File: config.mk
export PLATFORM = sky130hd
export DESIGN_NAME = csrb_top
export DESIGN_NICKNAME = d
export VERILOG_FILES = /design/src/verilog/csrb_pkg.sv /design/src/verilog/csrb_pc_if.sv /design/src/verilog/csrb_pc_unit.sv /design/src/verilog/csrb_top.sv
export VERILOG_INCLUDE_DIRS = /design/src /design/src/verilog
export SDC_FILE = /design/constraint.sdc
export NUM_CORES = 1
export LEC_CHECK = 0
export BUFFER_PORTS_ARGS = -buffer_cell sky130_fd_sc_hd__buf_2
export CAP_MARGIN = 10
export CORE_MARGIN = 2
export CORE_UTILIZATION = 46
export DETAILED_ROUTE_END_ITERATION = 10
export HOLD_SLACK_MARGIN = 0.03
export PLACE_DENSITY = 0.77
export SLEW_MARGIN = 15
export SYNTH_ARGS = -nofsm -noshare
export SYNTH_HDL_FRONTEND = slang
export SYNTH_SLANG_ARGS = --single-unit
File: constraint.sdc
create_clock -name clk_sys_i -period 1.95 [get_ports clk_sys_i]
set_input_delay 0.0975 -clock clk_sys_i [delete_from_list [all_inputs] [get_ports clk_sys_i]]
set_output_delay 0.0975 -clock clk_sys_i [all_outputs]
set_load 0.02 [all_outputs]
File: src/verilog/csrb_defines.svh
`ifndef CSRB_DEFINES_SVH
`define CSRB_DEFINES_SVH
// What this block does
// - Unimplemented locations and unimplemented bits read back as zero.
// - Program counter upper bits have no direct path; only the holding latch or an increment carry reaches them.
// - Loading the program counter copies the latch into bits 12..8; latch writes alone do not.
// - Shared registers decode at the same offset in both banks, one physical register.
// - Reset pin and watchdog resets use the non-power-up reset values.
// - Non-power-up reset keeps unchanged bits; watchdog clears TO and sets PD, reset pin leaves them; unknown bits are free.
// - Optionally the power control register is absent and then reads zero.
// - Optionally converter control bit 5 is plain storage, else reads zero.

// Register indices; byte address is four times the index
`define CSRB_IDX_INDIRECT 8'h00
`define CSRB_IDX_TIMER 8'h01
`define CSRB_IDX_PCLOW 8'h02
`define CSRB_IDX_STATUS 8'h03
`define CSRB_IDX_POINTER 8'h04
`define CSRB_IDX_PORT_A_PINS 8'h05
`define CSRB_IDX_PORT_B_PINS 8'h06
`define CSRB_IDX_LATCH 8'h0a
`define CSRB_IDX_INTCTRL 8'h0b
`define CSRB_IDX_FLAGS 8'h0c
`define CSRB_IDX_RESULT 8'h1e
`define CSRB_IDX_CONVCTRL 8'h1f
`define CSRB_IDX_POWER 8'h8e
`define CSRB_BANK_SEL 8'h80

// Reset values
`define CSRB_STATUS_PU 8'h18
`define CSRB_POWER_POR 3'h5
`define CSRB_POWER_BOR 3'h6
`define CSRB_POWER_PER 3'h3

// Implemented bit masks
`define CSRB_STATUS_WMASK 8'he7
`define CSRB_PORT_A_PINS_MASK 8'h1f
`define CSRB_FLAGS_MASK 8'h40
`define CSRB_CONV_MASK 8'hfd
`define CSRB_CONV_BIT5_MASK 8'hdf

// Field positions
`define CSRB_ST_TO 4
`define CSRB_ST_PD 3
`define CSRB_CONV_GO 2
`define CSRB_CONV_BIT5 5
`define CSRB_FLAG_CONV 6
`define CSRB_IC_TMR 2
`define CSRB_IC_EXT 1
`define CSRB_IC_PORT_B_PINS 0
`endif

File: src/verilog/csrb_pkg.sv
package csrb_pkg;
  typedef logic [7:0] csrb_byte_t;
  typedef logic [12:0] csrb_pc_t;
  typedef enum logic [1:0] {
    CSRB_RST_NONE = 2'b00,
    CSRB_RST_POWER = 2'b01,
    CSRB_RST_OTHER = 2'b10
  } csrb_rst_kind_t;
endpackage

File: src/verilog/csrb_pc_if.sv
`timescale 1ns/100ps
interface csrb_pc_if;
  import csrb_pkg::*;
  logic load;
  logic inc;
  csrb_byte_t low;
  logic [4:0] latch;
  csrb_pc_t pc;
  modport unit (input load, input inc, input low, input latch, output pc);
  modport user (output load, output inc, output low, output latch, input pc);
endinterface

File: src/verilog/csrb_pc_unit.sv
`timescale 1ns/100ps
module csrb_pc_unit
  import csrb_pkg::*;
(
  // Clock and reset
  input wire logic clk_sys_i,
  input wire logic rst_i,
  // Program counter port
  csrb_pc_if.unit pcif
);
  csrb_pc_t pc_q;
  csrb_pc_t pc_d;

  // Upper bits load only from the latch; an increment can also carry into them
  assign pc_d = pcif.load ? {pcif.latch, pcif.low} : (pcif.inc ? pc_q + 13'h0001 : pc_q);
  assign pcif.pc = pc_q;

  always_ff @(posedge clk_sys_i) begin
    if (rst_i) begin
      pc_q <= 13'h0000;
    end else begin
      pc_q <= pc_d;
    end
  end

  a_pc_load_copy:
  assert property (@(posedge clk_sys_i) disable iff (rst_i)
    pcif.load |=> pc_q == {$past(pcif.latch), $past(pcif.low)})
    else $error("pc load did not copy latch");

  a_pc_upper_hold:
  assert property (@(posedge clk_sys_i) disable iff (rst_i)
    !pcif.load && !pcif.inc |=> $stable(pc_q))
    else $error("pc changed without load");
endmodule

File: src/verilog/csrb_top.sv
`timescale 1ns/100ps
`include "csrb_defines.svh"
module csrb_top
  import csrb_pkg::*;
#(
  parameter int PADDR_W = 12,
  parameter bit HAS_POWER_REG = 1'b1,
  parameter bit CONV_BIT5_STORE = 1'b1
) (
  // Clock and reset
  input wire logic clk_sys_i,
  input wire logic reset_i,
  // Reset causes, one-cycle pulses
  input wire logic brown_out_reset_i,
  input wire logic parity_error_reset_i,
  input wire logic external_reset_pin_i,
  input wire logic watchdog_reset_i,
  // APB slave
  input wire logic psel_i,
  input wire logic penable_i,
  input wire logic pwrite_i,
  input wire logic [PADDR_W-1:0] paddr_i,
  input wire logic [31:0] pwdata_i,
  output logic [31:0] prdata_o,
  output logic pready_o,
  output logic pslverr_o,
  // Core and peripheral events
  input wire logic pc_inc_i,
  input wire logic timer_tick_i,
  input wire logic [7:0] port_a_pins_i,
  input wire logic [7:0] port_b_pins_i,
  input wire logic port_b_change_i,
  input wire logic ext_int_i,
  input wire logic conv_done_i,
  input wire logic [7:0] conv_result_i,
  // State outputs
  output logic [12:0] pc_o,
  output logic [7:0] status_o,
  output logic [7:0] port_a_latch_o,
  output logic [7:0] port_b_latch_o,
  output logic [7:0] int_ctrl_o,
  output logic [7:0] conv_ctrl_o
);
  if (PADDR_W < 11) begin : g_chk
    $error("PADDR_W must be at least 11");
  end

  csrb_pc_if pcif ();

  // Reset classification
  csrb_rst_kind_t rst_kind;
  logic pu_rst;
  logic np_rst;
  logic any_rst;
  assign pu_rst = reset_i | brown_out_reset_i | parity_error_reset_i;
  assign np_rst = ~pu_rst & (external_reset_pin_i | watchdog_reset_i);
  assign any_rst = pu_rst | np_rst;
  assign rst_kind = pu_rst ? CSRB_RST_POWER : (np_rst ? CSRB_RST_OTHER : CSRB_RST_NONE);

  // Address decode
  logic [7:0] idx;
  logic [7:0] lo;
  logic aligned;
  logic hit_ind;
  logic hit_pcl;
  logic hit_st;
  logic hit_ptr;
  logic hit_lath;
  logic hit_ic;
  logic hit_tmr;
  logic hit_pa;
  logic hit_pb;
  logic hit_flg;
  logic hit_res;
  logic hit_conv;
  logic hit_pwr;
  logic hit_any;
  assign idx = paddr_i[9:2];
  assign aligned = (paddr_i[1:0] == 2'h0) && (paddr_i[PADDR_W-1:10] == '0);
  assign lo = idx & ~`CSRB_BANK_SEL;
  // Shared registers ignore the bank bit
  assign hit_ind = aligned && (lo == `CSRB_IDX_INDIRECT);
  assign hit_pcl = aligned && (lo == `CSRB_IDX_PCLOW);
  assign hit_st = aligned && (lo == `CSRB_IDX_STATUS);
  assign hit_ptr = aligned && (lo == `CSRB_IDX_POINTER);
  assign hit_lath = aligned && (lo == `CSRB_IDX_LATCH);
  assign hit_ic = aligned && (lo == `CSRB_IDX_INTCTRL);
  assign hit_tmr = aligned && (idx == `CSRB_IDX_TIMER);
  assign hit_pa = aligned && (idx == `CSRB_IDX_PORT_A_PINS);
  assign hit_pb = aligned && (idx == `CSRB_IDX_PORT_B_PINS);
  assign hit_flg = aligned && (idx == `CSRB_IDX_FLAGS);
  assign hit_res = aligned && (idx == `CSRB_IDX_RESULT);
  assign hit_conv = aligned && (idx == `CSRB_IDX_CONVCTRL);
  assign hit_pwr = HAS_POWER_REG && aligned && (idx == `CSRB_IDX_POWER);
  assign hit_any = hit_ind | hit_pcl | hit_st | hit_ptr | hit_lath | hit_ic | hit_tmr
                 | hit_pa | hit_pb | hit_flg | hit_res | hit_conv | hit_pwr;

  // Storage
  logic [7:0] tmr_q;
  logic [7:0] st_q;
  logic [7:0] ptr_q;
  logic [7:0] pa_q;
  logic [7:0] pb_q;
  logic [4:0] lath_q;
  logic [7:0] ic_q;
  logic [7:0] flg_q;
  logic [7:0] res_q;
  logic [7:0] conv_q;
  logic [2:0] pwr_q;
  logic pready_q;
  logic [31:0] prdata_q;

  // Write strobe: only at the sampled access edge
  logic wr;
  logic setup_rd;
  logic [7:0] wd;
  assign wr = psel_i & penable_i & pwrite_i & pready_q;
  assign setup_rd = psel_i & ~penable_i & ~pwrite_i;
  assign wd = pwdata_i[7:0];

  // Next values
  logic tmr_wrap;
  logic [7:0] conv_mask;
  logic [7:0] st_d;
  logic [7:0] ic_d;
  logic [7:0] flg_d;
  logic [7:0] conv_d;
  logic [7:0] tmr_d;
  assign tmr_wrap = timer_tick_i & (tmr_q == 8'hff) & ~(wr & hit_tmr);
  assign tmr_d = (wr & hit_tmr) ? wd : (timer_tick_i ? tmr_q + 8'h01 : tmr_q);
  // Status flags TO and PD are read only
  assign st_d = (wr & hit_st) ? ((wd & `CSRB_STATUS_WMASK) | (st_q & ~`CSRB_STATUS_WMASK)) : st_q;
  // Hardware events win over a clearing write
  assign ic_d = ((wr & hit_ic) ? wd : ic_q)
              | {5'h00, tmr_wrap, ext_int_i, port_b_change_i};
  assign flg_d = ((wr & hit_flg) ? (wd & `CSRB_FLAGS_MASK) : flg_q)
               | (conv_done_i ? `CSRB_FLAGS_MASK : 8'h00);
  assign conv_mask = CONV_BIT5_STORE ? `CSRB_CONV_MASK : (`CSRB_CONV_MASK & `CSRB_CONV_BIT5_MASK);
  always_comb begin
    conv_d = (wr & hit_conv) ? (wd & conv_mask) : conv_q;
    // Conversion end drops GO unless software writes the same cycle
    if (conv_done_i && !(wr & hit_conv)) begin
      conv_d[`CSRB_CONV_GO] = 1'b0;
    end
  end

  // Program counter unit
  assign pcif.load = wr & hit_pcl;
  assign pcif.inc = pc_inc_i;
  assign pcif.low = wd;
  assign pcif.latch = lath_q;

  csrb_pc_unit u_pc (
    .clk_sys_i(clk_sys_i),
    .rst_i(any_rst),
    .pcif(pcif)
  );

  always_ff @(posedge clk_sys_i) begin
    if (pu_rst) begin
      tmr_q <= 8'h00;
    end else if (!np_rst) begin
      tmr_q <= tmr_d;
    end
  end

  always_ff @(posedge clk_sys_i) begin
    if (rst_kind == CSRB_RST_POWER) begin
      st_q <= `CSRB_STATUS_PU;
    end else if (rst_kind == CSRB_RST_OTHER) begin
      // Watchdog clears TO and sets PD; reset pin leaves both
      st_q[7:5] <= 3'h0;
      st_q[`CSRB_ST_TO] <= watchdog_reset_i ? 1'b0 : st_q[`CSRB_ST_TO];
      st_q[`CSRB_ST_PD] <= watchdog_reset_i ? 1'b1 : st_q[`CSRB_ST_PD];
    end else begin
      st_q <= st_d;
    end
  end

  always_ff @(posedge clk_sys_i) begin
    if (pu_rst) begin
      ptr_q <= 8'h00;
      pa_q <= 8'h00;
      pb_q <= 8'h00;
      res_q <= 8'h00;
    end else if (!np_rst) begin
      ptr_q <= (wr & hit_ptr) ? wd : ptr_q;
      pa_q <= (wr & hit_pa) ? (wd & `CSRB_PORT_A_PINS_MASK) : pa_q;
      pb_q <= (wr & hit_pb) ? wd : pb_q;
      res_q <= conv_done_i ? conv_result_i : ((wr & hit_res) ? wd : res_q);
    end
  end

  always_ff @(posedge clk_sys_i) begin
    if (any_rst) begin
      lath_q <= 5'h00;
      flg_q <= 8'h00;
      conv_q <= 8'h00;
    end else begin
      lath_q <= (wr & hit_lath) ? wd[4:0] : lath_q;
      flg_q <= flg_d;
      conv_q <= conv_d;
    end
  end

  always_ff @(posedge clk_sys_i) begin
    if (pu_rst) begin
      ic_q <= 8'h00;
    end else if (np_rst) begin
      ic_q <= {7'h00, ic_q[`CSRB_IC_PORT_B_PINS]};
    end else begin
      ic_q <= ic_d;
    end
  end

  // Power cause bits, active low; software sets them back to one
  always_ff @(posedge clk_sys_i) begin
    if (reset_i) begin
      pwr_q <= `CSRB_POWER_POR;
    end else if (brown_out_reset_i) begin
      pwr_q <= `CSRB_POWER_BOR;
    end else if (parity_error_reset_i) begin
      pwr_q <= `CSRB_POWER_PER;
    end else if (wr & hit_pwr & ~np_rst) begin
      pwr_q <= wd[2:0];
    end
  end

  // Read mux; anything not hit reads zero
  logic [7:0] rd_byte;
  assign rd_byte = ({8{hit_tmr}} & tmr_q)
                 | ({8{hit_pcl}} & pcif.pc[7:0])
                 | ({8{hit_st}} & st_q)
                 | ({8{hit_ptr}} & ptr_q)
                 | ({8{hit_pa}} & port_a_pins_i & `CSRB_PORT_A_PINS_MASK)
                 | ({8{hit_pb}} & port_b_pins_i)
                 | ({8{hit_lath}} & {3'h0, lath_q})
                 | ({8{hit_ic}} & ic_q)
                 | ({8{hit_flg}} & flg_q)
                 | ({8{hit_res}} & res_q)
                 | ({8{hit_conv}} & conv_q)
                 | ({8{hit_pwr}} & {5'h00, pwr_q});

  // Fixed one wait-free access phase; data sampled at setup
  always_ff @(posedge clk_sys_i) begin
    if (reset_i) begin
      pready_q <= 1'b0;
      prdata_q <= 32'h0;
    end else begin
      pready_q <= psel_i & ~penable_i;
      prdata_q <= setup_rd ? {24'h0, rd_byte} : prdata_q;
    end
  end

  assign prdata_o = prdata_q;
  assign pready_o = pready_q;
  assign pslverr_o = 1'b0;
  assign pc_o = pcif.pc;
  assign status_o = st_q;
  assign port_a_latch_o = pa_q;
  assign port_b_latch_o = pb_q;
  assign int_ctrl_o = ic_q;
  assign conv_ctrl_o = conv_q;

  a_unmapped_zero:
  assert property (@(posedge clk_sys_i) disable iff (reset_i)
    setup_rd && !hit_any |=> prdata_o == 32'h0 && pready_o)
    else $error("unmapped read not zero");

  a_shared_bank_latch:
  assert property (@(posedge clk_sys_i) disable iff (reset_i)
    setup_rd && aligned && (idx == (`CSRB_IDX_LATCH | `CSRB_BANK_SEL)) |=> prdata_o == {27'h0, $past(lath_q)})
    else $error("bank one latch alias broken");

  a_power_status_val:
  assert property (@(posedge clk_sys_i) disable iff (1'b0)
    pu_rst |=> st_q == `CSRB_STATUS_PU && pcif.pc == 13'h0000)
    else $error("power-up status value wrong");

  a_other_rst_keep:
  assert property (@(posedge clk_sys_i) disable iff (reset_i)
    np_rst |=> $stable(tmr_q) && $stable(ptr_q) && st_q[7:5] == 3'h0)
    else $error("unchanged bits lost on reset");

  a_wdog_timeout:
  assert property (@(posedge clk_sys_i) disable iff (reset_i)
    np_rst && watchdog_reset_i |=> !st_q[`CSRB_ST_TO] && st_q[`CSRB_ST_PD])
    else $error("watchdog cause bits wrong");

  a_power_absent:
  assert property (@(posedge clk_sys_i) disable iff (reset_i)
    setup_rd && !HAS_POWER_REG && aligned && idx == `CSRB_IDX_POWER |=> prdata_o == 32'h0)
    else $error("absent power register not zero");

  a_conv_bit5_zero:
  assert property (@(posedge clk_sys_i) disable iff (reset_i)
    CONV_BIT5_STORE || !conv_q[`CSRB_CONV_BIT5])
    else $error("converter bit 5 not zero");

  a_stray_write_none:
  assert property (@(posedge clk_sys_i) disable iff (any_rst)
    wr && !hit_any |=> $stable(ptr_q) && $stable(lath_q) && $stable(st_q) && $stable(pwr_q))
    else $error("stray write changed state");

  a_flag_set_wins:
  assert property (@(posedge clk_sys_i) disable iff (any_rst)
    conv_done_i |=> flg_q[`CSRB_FLAG_CONV] && !conv_q[`CSRB_CONV_GO] || $past(wr && hit_conv))
    else $error("conversion flag lost");

  a_latch_no_move:
  assert property (@(posedge clk_sys_i) disable iff (any_rst)
    wr && hit_lath && !pc_inc_i |=> $stable(pcif.pc))
    else $error("latch write moved pc");

  a_shared_status_alias:
  assert property (@(posedge clk_sys_i) disable iff (reset_i)
    setup_rd && aligned && (idx == (`CSRB_IDX_STATUS | `CSRB_BANK_SEL)) |=> prdata_o == {24'h0, $past(st_q)})
    else $error("bank one status alias broken");

  a_pointer_bank_alias:
  assert property (@(posedge clk_sys_i) disable iff (any_rst)
    wr && aligned && (idx == (`CSRB_IDX_POINTER | `CSRB_BANK_SEL)) |=> ptr_q == $past(wd))
    else $error("bank one pointer alias broken");

  a_port_a_pins_bits_zero:
  assert property (@(posedge clk_sys_i) disable iff (reset_i)
    setup_rd && hit_pa |=> prdata_o[7:5] == 3'h0)
    else $error("port a upper bits not zero");

  a_other_rst_clear:
  assert property (@(posedge clk_sys_i) disable iff (reset_i)
    np_rst |=> pcif.pc == 13'h0000 && lath_q == 5'h00 && ic_q[7:1] == 7'h00 && flg_q == 8'h00)
    else $error("other reset values wrong");

  a_other_rst_hold:
  assert property (@(posedge clk_sys_i) disable iff (reset_i)
    np_rst |=> $stable(pwr_q) && $stable(res_q) && $stable(pb_q))
    else $error("kept registers lost on reset");

  a_flag_bits_zero:
  assert property (@(posedge clk_sys_i) disable iff (reset_i)
    (flg_q & ~`CSRB_FLAGS_MASK) == 8'h00 && !conv_q[1])
    else $error("unimplemented bit stored");
endmodule

# Word level (Yosys, flattened, before mapping)
# Index checks and enable logic that the tools add are counted.
# word_totals
wordCells	146
ff_bits	98
mem_bits_ro	0
latch_bits	0
mem_bits_rw	0
mem_count	0
# op_classes
n_reduce_logical	34
n_addsub	2
magnitude_cmp	0
n_eq_ne	16
n_div	0
mul	0
bitwise	57
mux	18
shifts	0
# ops
op	n
8-bit OR	10
8-bit AND	9
8-bit 2-to-1 mux	6
13-bit 2-to-1 mux	2
1-bit AND	21
8-bit by 3-bit equality test with 1-bit output, second input constant	2
8-bit by 5-bit equality test with 1-bit output, second input constant	2
8-bit equality test, second input constant	2
8-bit by 5-bit OR with 8-bit output	2
7-bit by 2-bit equality test with 1-bit output, second input constant	2
7-bit by 4-bit equality test with 1-bit output, second input constant	2
1-bit logical AND	14
2-bit AND reduction	7
13-bit by 1-bit adder with 13-bit output, second input constant	1
2-bit nonzero test	5
8-bit by 1-bit adder with 8-bit output, second input constant	1
8-bit by 3-bit AND with 8-bit output	1
8-bit by 5-bit AND with 8-bit output	1
8-bit by 1-bit equality test with 1-bit output, second input constant	1
8-bit by 4-bit equality test with 1-bit output, second input constant	1
2-bit 2-to-1 mux	4
8-bit by 3-bit OR with 8-bit output	1
8-bit by 7-bit OR with 8-bit output	1
2-bit OR reduction	4
14 further kinds	25

# Depth between registers and ports, before layout
# Gate-level depths: netlist of run 1.
# logic_depth
ltp_word	15
mapped_depth	8

# By module
# A second synthesis of run 1 with hierarchy kept.
# hier_totals
hier_cells	618
hier_area_um2	5061.1
# by_module_without_submodules
mod	area_each_um2	n_inst	cells_each
csrb_top	4285.4	1	528
csrb_pc_unit	775.7	1	90

# Worst setup path after synthesis of run 1
# OpenSTA, ideal clock, no wires.
# synth_path
path_type	input to register
start	in paddr_i[1]
end	reg pb_q[0], in the netlist port_b_latch_o[0]
path_stages	7
setup_ps	128
setup_slack_ps	104
required_time_ps	1822
arrival_ps	1718
cell_sequence	or4_4 > buf_6 > or2_1 > buf_6 > nor3_4 > mux2i_1 > nor2_1
# synth_between
elab_chain_cells	5
# synth_rtl
element	line	source
start: declaration	csrb_top.sv:22	input wire logic [PADDR_W-1:0] paddr_i,
2-bit logical NOT	csrb_top.sv:79	assign aligned = (paddr_i[1:0] == 2'h0) && (paddr_i[PADDR_W-1:10] == '0);
1-bit logical AND	csrb_top.sv:79	
1-bit logical AND	csrb_top.sv:90	assign hit_pb = aligned && (idx == `CSRB_IDX_PORT_B_PINS);
1-bit AND	csrb_top.sv:189	pb_q <= (wr & hit_pb) ? wd : pb_q;
2-bit AND reduction (no source line)	--	
end signal: assignment	csrb_top.sv:189	
end: declaration	csrb_top.sv:103	logic [7:0] pb_q;
# No other way between the ends.
# A chain may end at the register's enable or synchronous reset.

# Final worst setup path of run 1
# layout_path
start	reg pready_q, in the netlist pready_o
end	reg tmr_q[2]
# layout_between
elab_chain_cells	4
elab_cells_between_ends	5
# layout_rtl
element	line	source
start: declaration	csrb_top.sv:110	logic pready_q;
start signal: assignment	csrb_top.sv:250	pready_q <= psel_i & ~penable_i;
1-bit AND (*)	csrb_top.sv:117	assign wr = psel_i & penable_i & pwrite_i & pready_q;
1-bit AND (*)	csrb_top.sv:130	assign tmr_d = (wr & hit_tmr) ? wd : (timer_tick_i ? tmr_q + 8'h01 : tmr_q);
2-bit nonzero test (no source line)	--	
2-bit AND reduction (no source line)	--	
end signal: assignment	csrb_top.sv:163	tmr_q <= tmr_d;
end: declaration	csrb_top.sv:99	logic [7:0] tmr_q;
# Mark *: on every way between the ends. The rest lies on a longest branch, timed or not.

==> flow_metrics.env, run 1 <==
export IMPL_r2r_start="pready_o$_SDFF_PP0_"
export IMPL_cp_num_buf_inv=2
export IMPL_power_switching_uw=978.7
export IMPL_hold_class="input pin to flop"
export IMPL_seqPwrFrac_pct=51.7
export IMPL_min_path_cells=3
export IMPL_syn_area_um2=4986
export IMPL_wl_um=16540
export IMPL_grt_start_max_net_pins=39
export IMPL_area_delta_synth_final_pct=20.95
export IMPL_switching_share_pct=26.81
export IMPL_synth_top_area_cell="dfxtp_1"
export IMPL_status="finished, final reports clean"
export IMPL_fp_dieW_um=108.1
export IMPL_portBuffers=112
export IMPL_start_kind="flop"
export IMPL_synth_top_cell_area_share_pct=36.54
export IMPL_r2r_end="tmr_q[2]$_SDFFE_PP0P_"
export IMPL_cts_tree="built"
export IMPL_insertedDiodeCount=0
export IMPL_r2r_slack_ns=0.12
export IMPL_arrival_ns=2.11
export IMPL_path_max_fanout=14
export IMPL_total_power_mw=3.651
export IMPL_fmax_mhz=545.0
export IMPL_yosysUniqueCellTypes=66
export IMPL_reg2reg_depth=7
export IMPL_synthFlopType="dfxtp_1"
export IMPL_fin_worst_skew_ns=0.01400
export IMPL_ys_seq_area_share_pct=36.54
export IMPL_grtUsageTotal_pct=28.32
export IMPL_dp_cells=857
export IMPL_drive_gt1_share_pct=25.51
export IMPL_cp_top_family="simple AND/OR/NAND/NOR gates"
export IMPL_fp_dieArea_um2=11690
export IMPL_clkPwrFrac_pct=37.4
export IMPL_power_density_nw_per_um2=605.3
export IMPL_gp_congestion=1.021
export IMPL_yosys_warnings=0
export IMPL_dpl_cell_area_um2=5778
export IMPL_clk_pin_slew_ns=0.09
export IMPL_num_rows=38
export IMPL_slowest_delay_ns=0.35
export IMPL_avgViaCountPerCell=5.860
export IMPL_vdd_drop_max_mv=0.3749
export IMPL_drtIter0Drc=451
export IMPL_internal_power_mw=2.672
export IMPL_cap_violations=0
export IMPL_overflow=0
export IMPL_drc_errors=0
export IMPL_worstPathRequired_ns=2.23
export IMPL_setup_violations=0
export IMPL_syn_avg_cell_area_um2=8.269
export IMPL_synth_edf_count=0
export IMPL_final_area_um2=6031
export IMPL_ctsResizeCount=0
export IMPL_dr_wl_met2_um=7489
export IMPL_grt_pass1_vias=4726
export IMPL_core_area_um2=10700
export IMPL_worstSetupEndpoint="tmr_q[2]$_SDFFE_PP0P_"
export IMPL_final_cell_mix="buf_2, dfxtp_1, nor2_1"
export IMPL_p_comb_share_pct=10.9
export IMPL_insertion_delay_ns=0.38
export IMPL_firstDrtPassIters=6
export IMPL_tns_ns=0
export IMPL_finalNetCount=816
export IMPL_maxSlewViolCount=0
export IMPL_cts_sinks=91
export IMPL_die_h_um=108.1
export IMPL_fin_crit_ns=1.835
export IMPL_grt_pass1_wl_um=25140
export IMPL_startpoint="pready_o$_SDFF_PP0_"
export IMPL_fin_crit_sh_pct=94.10
export IMPL_crit_cells=7
export IMPL_cts_buffers=9
export IMPL_rsz0062_at_grt="true"
export IMPL_layout_commonest_cell="buf_2"
export IMPL_finalNonFillerCells=877
export IMPL_final_antenna_net_count=0
export IMPL_syn_inst=603
export IMPL_max_slew_margin_pct=45.70
export IMPL_hold_viol=0
export IMPL_seqCellArea_um2=1822
export IMPL_cts_root_buf="clkbuf_8"
export IMPL_htree_levels=3
export IMPL_wl_met3_um=1762
export IMPL_dpl_hpwl_um=12280
export IMPL_worst_pin_slew_ns=0.8091
export IMPL_async_flop_share_pct=0
export IMPL_yosys_top_cells_area="dfxtp_1, mux2i_1, a21oi_1"
export IMPL_total_leakage_power_nw=2.344
export IMPL_antenna_found_initial=0
export IMPL_top_layer="met4"
export IMPL_post_route_util_pct=56.37
export IMPL_multiInputGateArea_um2=2858
export IMPL_nFillCells=985
export IMPL_io_pin_count=169
export IMPL_start_util_pct=46.61
export IMPL_wl_per_cell_um=18.86
export IMPL_routed_via_count=5139
export IMPL_drt_met1_wl_um=6781
export IMPL_synth_seq_cells=91
export IMPL_end_kind="flop"
export IMPL_path_cells="and4_1 -> buf_4 -> and4_1 -> buf_4 -> nand4b_1 -> o21ai_0 -> a211oi_1"
export IMPL_slowest_stage="dfxtp_1"
export IMPL_cts_max_path_buffers=2
export IMPL_cts_setup_buffers=0
export IMPL_crit_type="flop to flop"
-- metrics by stage --
| step | setup slack, ns | hold WS, ns |
|---|---|---|
| final | 0.1151 | 0.04542 |
| after floorplan | 0.1040 | 0.1949 |
| after CTS | 0.1123 | 0.03557 |
| after global placement | -0.1998 | 0.3271 |
| after detailed placement | -0.1530 | 0.3334 |
| after global routing | -0.007687 | 0.04847 |
-- power groups by stage --
| stage | clock network [mW] | logic, mW | registers (mW) |
|---|---|---|---|
| 2_1_floorplan | 0 | 0.257 | 1.94 |
| 3_3_place_gp | 0 | 0.379 | 1.93 |
| 4_1_cts | 1.37 | 0.390 | 1.89 |
| 3_5_place_dp | 0 | 0.383 | 1.93 |
| 6_report | 1.36 | 0.399 | 1.89 |
| 5_1_grt | 1.46 | 0.431 | 1.89 |
-- cells in the mapped netlist, types with 12 or more instances --
library cell,number
nand2_1,47
dfxtp_1,91
nand3_1,32
clkbuf_1,28
o21ai_0,20
nor3_1,14
a21oi_1,52
nand4_1,12
mux2i_1,40
nor2_1,69
a211oi_1,15
buf_4,29
-- metal layers --
layer | vias up | global-route usage, %
met5 | - | 0
met4 | 0 | 9.890
met3 | 44 | 8.620
met2 | 296 | 44.38
met1 | 2403 | 37.04
li1 | 2396 | -
-- worst reg2reg max path: stages, from the launching register on --
cell and delay (ns):
dfxtp_1 0.35, and4_1 0.28, buf_4 0.25, and4_1 0.21, buf_4 0.18, nand4b_1 0.12
o21ai_0 0.09, a211oi_1 0.25
-- worst min-delay path by stage --
stage / start / end / slack [ns]
final: psel_i / pready_o$_SDFF_PP0_ / 0.05
after global routing: parity_error_reset_i / pwr_q[0]$_SDFFE_PP1P_ / 0.05
after CTS: psel_i / pready_o$_SDFF_PP0_ / 0.04
after detailed placement: watchdog_reset_i / status_o[3]$_SDFFE_PN1P_ / 0.33
after global placement: watchdog_reset_i / status_o[3]$_SDFFE_PN1P_ / 0.33
after floorplan: brown_out_reset_i / pwr_q[2]$_SDFFE_PP1P_ / 0.19
-- cell type report --
type                    instances  area share [%]
multi-input cells             464           47.39
flip-flops and latches         91           30.21
repair buffers                156           15.35
well taps                     140           2.905
clock buffers                  11           2.510
clock inverters                 5           1.017
inverters                      10          0.6224
-- flip-flops by register name, summed over array words and instances (netlist names), 8 cells and up --
signal / flops
prdata_o: 8
tmr_q: 8
port_b_latch_o: 8
status_o: 8
res_q: 8
int_ctrl_o: 8
ptr_q: 8
u_pc.pcif.pc: 13
-- kinds of logic (layout without fill, tap and decap cells) --
logic type / after synthesis / after routing / share of synthesized area (%)
other cells: 1 / 29 / 0.07521
simple gates: 245 / 245 / 26.60
compound gates: 131 / 131 / 16.19
xor+xnor: 12 / 12 / 2.108
flops: 91 / 91 / 36.54
fa+ha+maj: 2 / 2 / 0.5018
mux: 45 / 45 / 9.611
buf+inv: 76 / 182 / 8.381
-- timing repair --
| action | CTS | global route |
|---|---|---|
| hold endpoints to repair | 4 | 0 |
| hold buffers | 4 | 0 |
| setup endpoints to repair | 0 | 1 |
Power figures use the tool's default switching activity.
==> inputs of run 2 (changes only) <==
SYNTH_HIERARCHICAL = 1   (was unset)
==> run 2 against run 1 <==
Against the previous run:
- wire length rose by 1.5%
- highest routed layer unchanged
- die area rose by 1.4%
- sequential power barely moved
- utilization rose by 0.58 points
==> flow_metrics.env, run 2 <==
export IMPL_layout_commonest_cell="buf_2"
export IMPL_grtUsageMet1_pct=37.58
export IMPL_fmax_mhz=545.4
export IMPL_syn_avg_cell_area_um2=8.189
export IMPL_path_max_fanout=14
export IMPL_area_delta_synth_final_pct=21.46
export IMPL_overflow=0
export IMPL_insertion_delay_ns=0.39
export IMPL_cts_sinks=91
export IMPL_cp_top_family="buffers and inverters"
export IMPL_wl_per_cell_um=19.03
export IMPL_synth_top_cell_area_share_pct=36.00
export IMPL_clk_pin_slew_ns=0.09
export IMPL_portBuffers=112
export IMPL_met2_usage_pct=45.61
export IMPL_vdd_drop_max_mv=0.3956
export IMPL_hold_viol=0
export IMPL_grtUsageTotal_pct=28.60
export IMPL_cts_setup_buffers=0
export IMPL_wl_um=16790
export IMPL_cp_num_buf_inv=4
export IMPL_met3_usage_pct=6.157
export IMPL_synth_common_cells="dfxtp_1, nand2_1, nor2_1"
export IMPL_grt_start_max_net_pins=26
export IMPL_grt_pass1_wl_um=25610
export IMPL_core_area_um2=10790
export IMPL_syn_area_um2=5061
export IMPL_avgViaCountPerCell=5.891
export IMPL_largest_reg_flops=13
export IMPL_max_slew_margin_pct=65.16
export IMPL_post_route_util_pct=56.96
export IMPL_crit_type="input pin to flop"
export IMPL_cts_tree="built"
export IMPL_seqCellArea_um2=1822
export IMPL_firstDrtPassIters=7
export IMPL_yosys_warnings=6
export IMPL_worstPathRequired_ns=2.22
export IMPL_syn_inst=618
export IMPL_routed_via_count=5196
export IMPL_drc_errors=0
export IMPL_drive_gt1_share_pct=24.80
export IMPL_final_antenna_net_count=0
export IMPL_grt_pass1_vias=4727
export IMPL_total_leakage_power_nw=2.549
export IMPL_rsz0062_at_grt="false"
export IMPL_synth_most_common_cell="dfxtp_1"
export IMPL_end_kind="flop"
export IMPL_path_cells="dlygate4sd3_1 -> buf_2 -> or2_1 -> a21oi_1 -> buf_6 -> and3_1 -> buf_12 -> mux2i_1 -> nor2_1"
export IMPL_synth_top_area_cell="dfxtp_1"
export IMPL_maxSlewViolCount=0
export IMPL_start_util_pct=46.89
export IMPL_grt_busiest_layer="met2"
export IMPL_fp_dieW_um=108.9
export IMPL_status="finished, final reports clean"
export IMPL_io_pin_count=169
export IMPL_ys_seq_area_share_pct=36.00
export IMPL_dpl_hpwl_um=12310
export IMPL_arrival_ns=2.10
export IMPL_cts_root_buf="clkbuf_8"
export IMPL_slowest_delay_ns=0.53
export IMPL_start_kind="input pin"
export IMPL_finalNetCount=821
export IMPL_fp_dieArea_um2=11860
export IMPL_power_density_nw_per_um2=653.4
export IMPL_multiInputGateArea_um2=2884
export IMPL_fin_worst_skew_ns=0.02074
export IMPL_yosys_top_cells_area="dfxtp_1, mux2i_1, nand2_1"
export IMPL_hold_class="input pin to flop"
export IMPL_async_flop_share_pct=0
export IMPL_cts_max_path_buffers=2
export IMPL_drtIter0Drc=414
export IMPL_antenna_found_initial=0
export IMPL_fin_crit_ns=1.834
export IMPL_synth_edf_count=0
export IMPL_fin_ws_ns=0.1165
export IMPL_final_cell_mix="buf_2, dfxtp_1, nand2_1"
export IMPL_insertedDiodeCount=0
export IMPL_yosysUniqueCellTypes=59
export IMPL_gp_congestion=0.9494
export IMPL_synth_seq_cells=91
export IMPL_nFillCells=972
export IMPL_worst_pin_slew_ns=0.5226
export IMPL_slowest_stage="dlygate4sd3_1"
export IMPL_cap_violations=0
export IMPL_fin_crit_sh_pct=94.03
export IMPL_synthFlopType="dfxtp_1"
export IMPL_setup_violations=0
export IMPL_die_h_um=108.9
export IMPL_dp_slack_ns=-0.02674
export IMPL_cts_buffers=9
export IMPL_num_rows=38
export IMPL_r2r_slack_ns=0.21
export IMPL_htree_levels=3
[run 2: cell types whose count changed after synthesis, moves of 7 or more]
cell     delta
nand2_1    +26
nor4_1      -8
buf_2      +10
nand3_1     -8
o21a_1      +8
a22oi_1     -7
mux2i_1     +7
o21ai_0    -12
[run 2: timing repair]
item	CTS	global route
endpoints found under the hold margin	8	0
resized for setup	0	2
hold buffers	8	0
setup endpoints to repair	0	9
[run 2: layout make-up]
cell class | instances | area share [%]
clock buffer | 9 | 2.015
clock inverter | 7 | 2.361
inverter | 12 | 0.7327
multi-input combinational | 467 | 46.92
sequential | 91 | 29.64
tap | 140 | 2.850
timing repair buffer | 156 | 15.49
[run 2: per-layer routing]
metal	vias to the layer above	wire, um	part of all wire, %
li1	2391	-	-
met1	2453	6952	41
met2	304	7580	45
met3	48	1610	9.6
met4	0	644	3.8
met5	-	0	0
[run 2: logic make-up (layout without fill, tap and decap cells)]
| logic type | after synthesis | count (layout) | synth area share [%] |
|---|---|---|---|
| AOI/OAI and AO/OA | 135 | 135 | 17.28 |
| xor gates and xnor gates | 12 | 12 | 2.077 |
| adders and majority gates | 2 | 2 | 0.4944 |
| buffers and inverters | 88 | 184 | 9.295 |
| DFF | 91 | 91 | 36.00 |
| muxes | 52 | 52 | 10.63 |
| other | 1 | 29 | 0.07409 |
| and+or+nand+nor | 237 | 237 | 24.15 |
[run 2: through the flow]
step	TNS [ns]	power (mW)	cell area (um2)	std cells	hold WS [ns]
2_1_floorplan	0	2.197	5166	646	0.1733
3_3_place_gp	-0.01821	2.312	5784	858	0.3130
3_5_place_dp	-0.05811	2.318	5784	858	0.3220
4_1_cts	0	4.019	6133	882	0.04749
5_1_grt	0	4.121	6147	882	0.06768
6_report	0	4.017	6147	882	0.05522
[run 2: power breakdown]
| part | internal, mW | switching [mW] | leakage, nW |
|---|---|---|---|
| logic | 0.134 | 0.274 | 1.68 |
| registers | 1.88 | 0.0147 | 0.735 |
| clock network | 0.990 | 0.729 | 0.130 |
| total | 3.00 | 1.02 | 2.55 |
[run 2: worst register-to-register path: stages, from the launching register on]
cell and delay (ns):
dfxtp_1 0.36, and4_1 0.29, buf_4 0.22, nand3_1 0.12, nor2_1 0.34, o221ai_1 0.20, a21oi_1 0.14
[run 2: worst paths after layout]
check                                 start                             end  depth (start not counted)
min                        port_a_pins_i[2]        prdata_o[2]$_SDFFE_PP0P_                          3
min reg2reg  port_b_latch_o[5]$_SDFFE_PP0P_  port_b_latch_o[5]$_SDFFE_PP0P_                          2
max                        watchdog_reset_i           ptr_q[6]$_SDFFE_PP0P_                          9
max reg2reg             pready_o$_SDFF_PP0_           tmr_q[5]$_SDFFE_PP0P_                          6
==> inputs of run 3 (changes only) <==
CORE_ASPECT_RATIO = 1.25   (was unset)
==> run 3 against run 2 <==
Against the previous run:
- cell count shrank 1.0%
- combinational power is essentially flat
- critical path depth is the same
- clock skew shrank 0.013 ns
- register-to-register slack is essentially flat
- first-iteration DRC count shrank 13%
- utilization grew 0.61 points
- via count shrank 2.3%
- total power grew 1.6%
==> flow_metrics.env, run 3 (synthesis gave the netlist of run 2 again) <==
export IMPL_num_rows=42
export IMPL_status="finished, final reports clean"
export IMPL_grtUsageTotal_pct=27.63
export IMPL_fp_dieW_um=97.82
export IMPL_nFillCells=1003
export IMPL_cts_root_buf="clkbuf_16"
export IMPL_min_path_cells=3
export IMPL_r2r_end="ptr_q[6]$_SDFFE_PP0P_"
export IMPL_final_antenna_net_count=0
export IMPL_cap_violations=0
export IMPL_crit_type="input pin to flop"
export IMPL_start_kind="input pin"
export IMPL_worstPathRequired_ns=2.17
export IMPL_routed_via_count=5074
export IMPL_layout_commonest_cell="buf_2"
export IMPL_portBuffers=112
export IMPL_max_slew_margin_pct=62.00
export IMPL_hp_start="port_b_change_i"
export IMPL_die_h_um=121.3
export IMPL_fin_crit_ns=1.792
export IMPL_hold_end="int_ctrl_o[0]$_SDFFE_PP0N_"
export IMPL_insertedDiodeCount=0
export IMPL_r2r_start="pready_o$_SDFF_PP0_"
export IMPL_finalNetCount=820
export IMPL_post_route_util_pct=57.57
export IMPL_overflow=0
export IMPL_hold_class="input pin to flop"
export IMPL_grt_pass1_vias=4752
export IMPL_power_density_nw_per_um2=664.7
export IMPL_r2r_slack_ns=0.22
export IMPL_firstDrtPassIters=5
export IMPL_cts_max_path_buffers=2
export IMPL_drtIter0Drc=360
export IMPL_start_util_pct=47.44
export IMPL_area_delta_synth_final_pct=21.33
export IMPL_avgViaCountPerCell=5.812
export IMPL_vdd_drop_max_mv=0.4416
export IMPL_drc_errors=0
export IMPL_cts_setup_buffers=0
export IMPL_end_kind="flop"
export IMPL_fp_dieArea_um2=11860
export IMPL_drive_gt1_share_pct=24.97
export IMPL_clk_pin_slew_ns=0.07
export IMPL_insertion_delay_ns=0.34
export IMPL_total_leakage_power_nw=2.561
export IMPL_rsz0062_at_grt="false"
export IMPL_fin_crit_sh_pct=91.92
export IMPL_arrival_ns=2.02
export IMPL_grt_start_max_net_pins=26
export IMPL_core_area_um2=10670
export IMPL_path_max_fanout=14
export IMPL_wl_um=16640
export IMPL_cts_buffers=9
export IMPL_hold_viol=0
export IMPL_cts_sinks=91
export IMPL_worst_pin_slew_ns=0.5699
export IMPL_reg2reg_depth=7
export IMPL_gp_congestion=0.9796
export IMPL_io_pin_count=169
export IMPL_grt_pass1_wl_um=25530
export IMPL_tns_ns=0
export IMPL_wl_per_cell_um=19.06
export IMPL_fmax_mhz=557.9
export IMPL_fin_worst_skew_ns=0.008017
export IMPL_cts_tree="built"
export IMPL_final_cell_mix="buf_2, dfxtp_1, nand2_1"
export IMPL_dpl_hpwl_um=12310
export IMPL_antenna_found_initial=0
export IMPL_htree_levels=3
export IMPL_largest_reg_flops=13
export IMPL_maxSlewViolCount=0
export IMPL_setup_violations=0
==> run 3: cell count changes in the layout (fill, tap and decap cells not counted) <==
cell           previous run  this run
buf_4                    32        36
clkinvlp_4                1         0
clkinv_4                  0         2
clkinv_2                  0         1
bufinv_16                 4         1
dlygate4sd3_1             8         5
clkbuf_8                  9         1
buf_12                    3         2
clkbuf_16                 0         9
clkbuf_1                  0         1
inv_6                     2         1
buf_6                     1         0
==> run 3: worst max path at each step <==
stage,startpoint,endpoint
2_1_floorplan,paddr_i[1],u_pc/pcif.pc[5]$_SDFFE_PP0P_
3_3_place_gp,paddr_i[1],u_pc/pcif.pc[10]$_SDFFE_PP0P_
3_5_place_dp,paddr_i[1],u_pc/pcif.pc[10]$_SDFFE_PP0P_
4_1_cts,penable_i,res_q[2]$_SDFFE_PP0P_
5_1_grt,brown_out_reset_i,res_q[2]$_SDFFE_PP0P_
6_report,penable_i,ptr_q[6]$_SDFFE_PP0P_
==> run 3: where the power goes <==
group / switching, mW / internal (mW) / leakage (nW)
Clock: 0.746 / 1.04 / 0.150
Sequential: 0.0136 / 1.88 / 0.735
Combinational: 0.276 / 0.133 / 1.68
Total: 1.04 / 3.05 / 2.56
==> run 3: layout make-up <==
cell class | instances | area, um2 | share of cell area [%]
timing repair buffer | 155 | 920.9 | 15.00
inverter | 12 | 45.04 | 0.7335
clock inverter | 5 | 61.31 | 0.9984
sequential | 91 | 1822 | 29.67
multi-input combinational | 467 | 2884 | 46.96
clock buffer | 11 | 242.7 | 3.953
tap | 132 | 165.2 | 2.689
==> run 3: timing repair <==
action                                 in CTS  in global routing
setup endpoints to repair                   0                  1
hold buffers                                5                  0
endpoints found under the hold margin       5                  0
resized for setup                           0                  1
==> run 3: metrics by stage <==
step | cells | power, mW | setup slack (ns) | hold slack [ns] | cell area (um2)
finish | 873 | 4.082 | 0.1575 | 0.04789 | 6141
detailed placement | 852 | 2.323 | 0.01222 | 0.3163 | 5777
CTS | 873 | 4.089 | 0.1159 | 0.04488 | 6131
global route | 873 | 4.200 | 0.03746 | 0.05535 | 6141
global placement | 852 | 2.319 | 0.05736 | 0.3133 | 5777
floorplan | 646 | 2.197 | 0.04416 | 0.1733 | 5166
==> run 3: critical path, cell delays in order <==
cell	delay (ns)
dlygate4sd3_1	0.52
buf_2	0.13
nand4_1	0.20
a21oi_1	0.18
buf_4	0.23
and3_1	0.23
buf_12	0.15
mux2i_1	0.21
nor2_1	0.06
==> run 3: routing by layer <==
layer	wire, um	GRT usage [%]
met1	6771	35.45
met2	7898	45.08
met3	1264	4.724
met4	703	13.28
met5	0	0
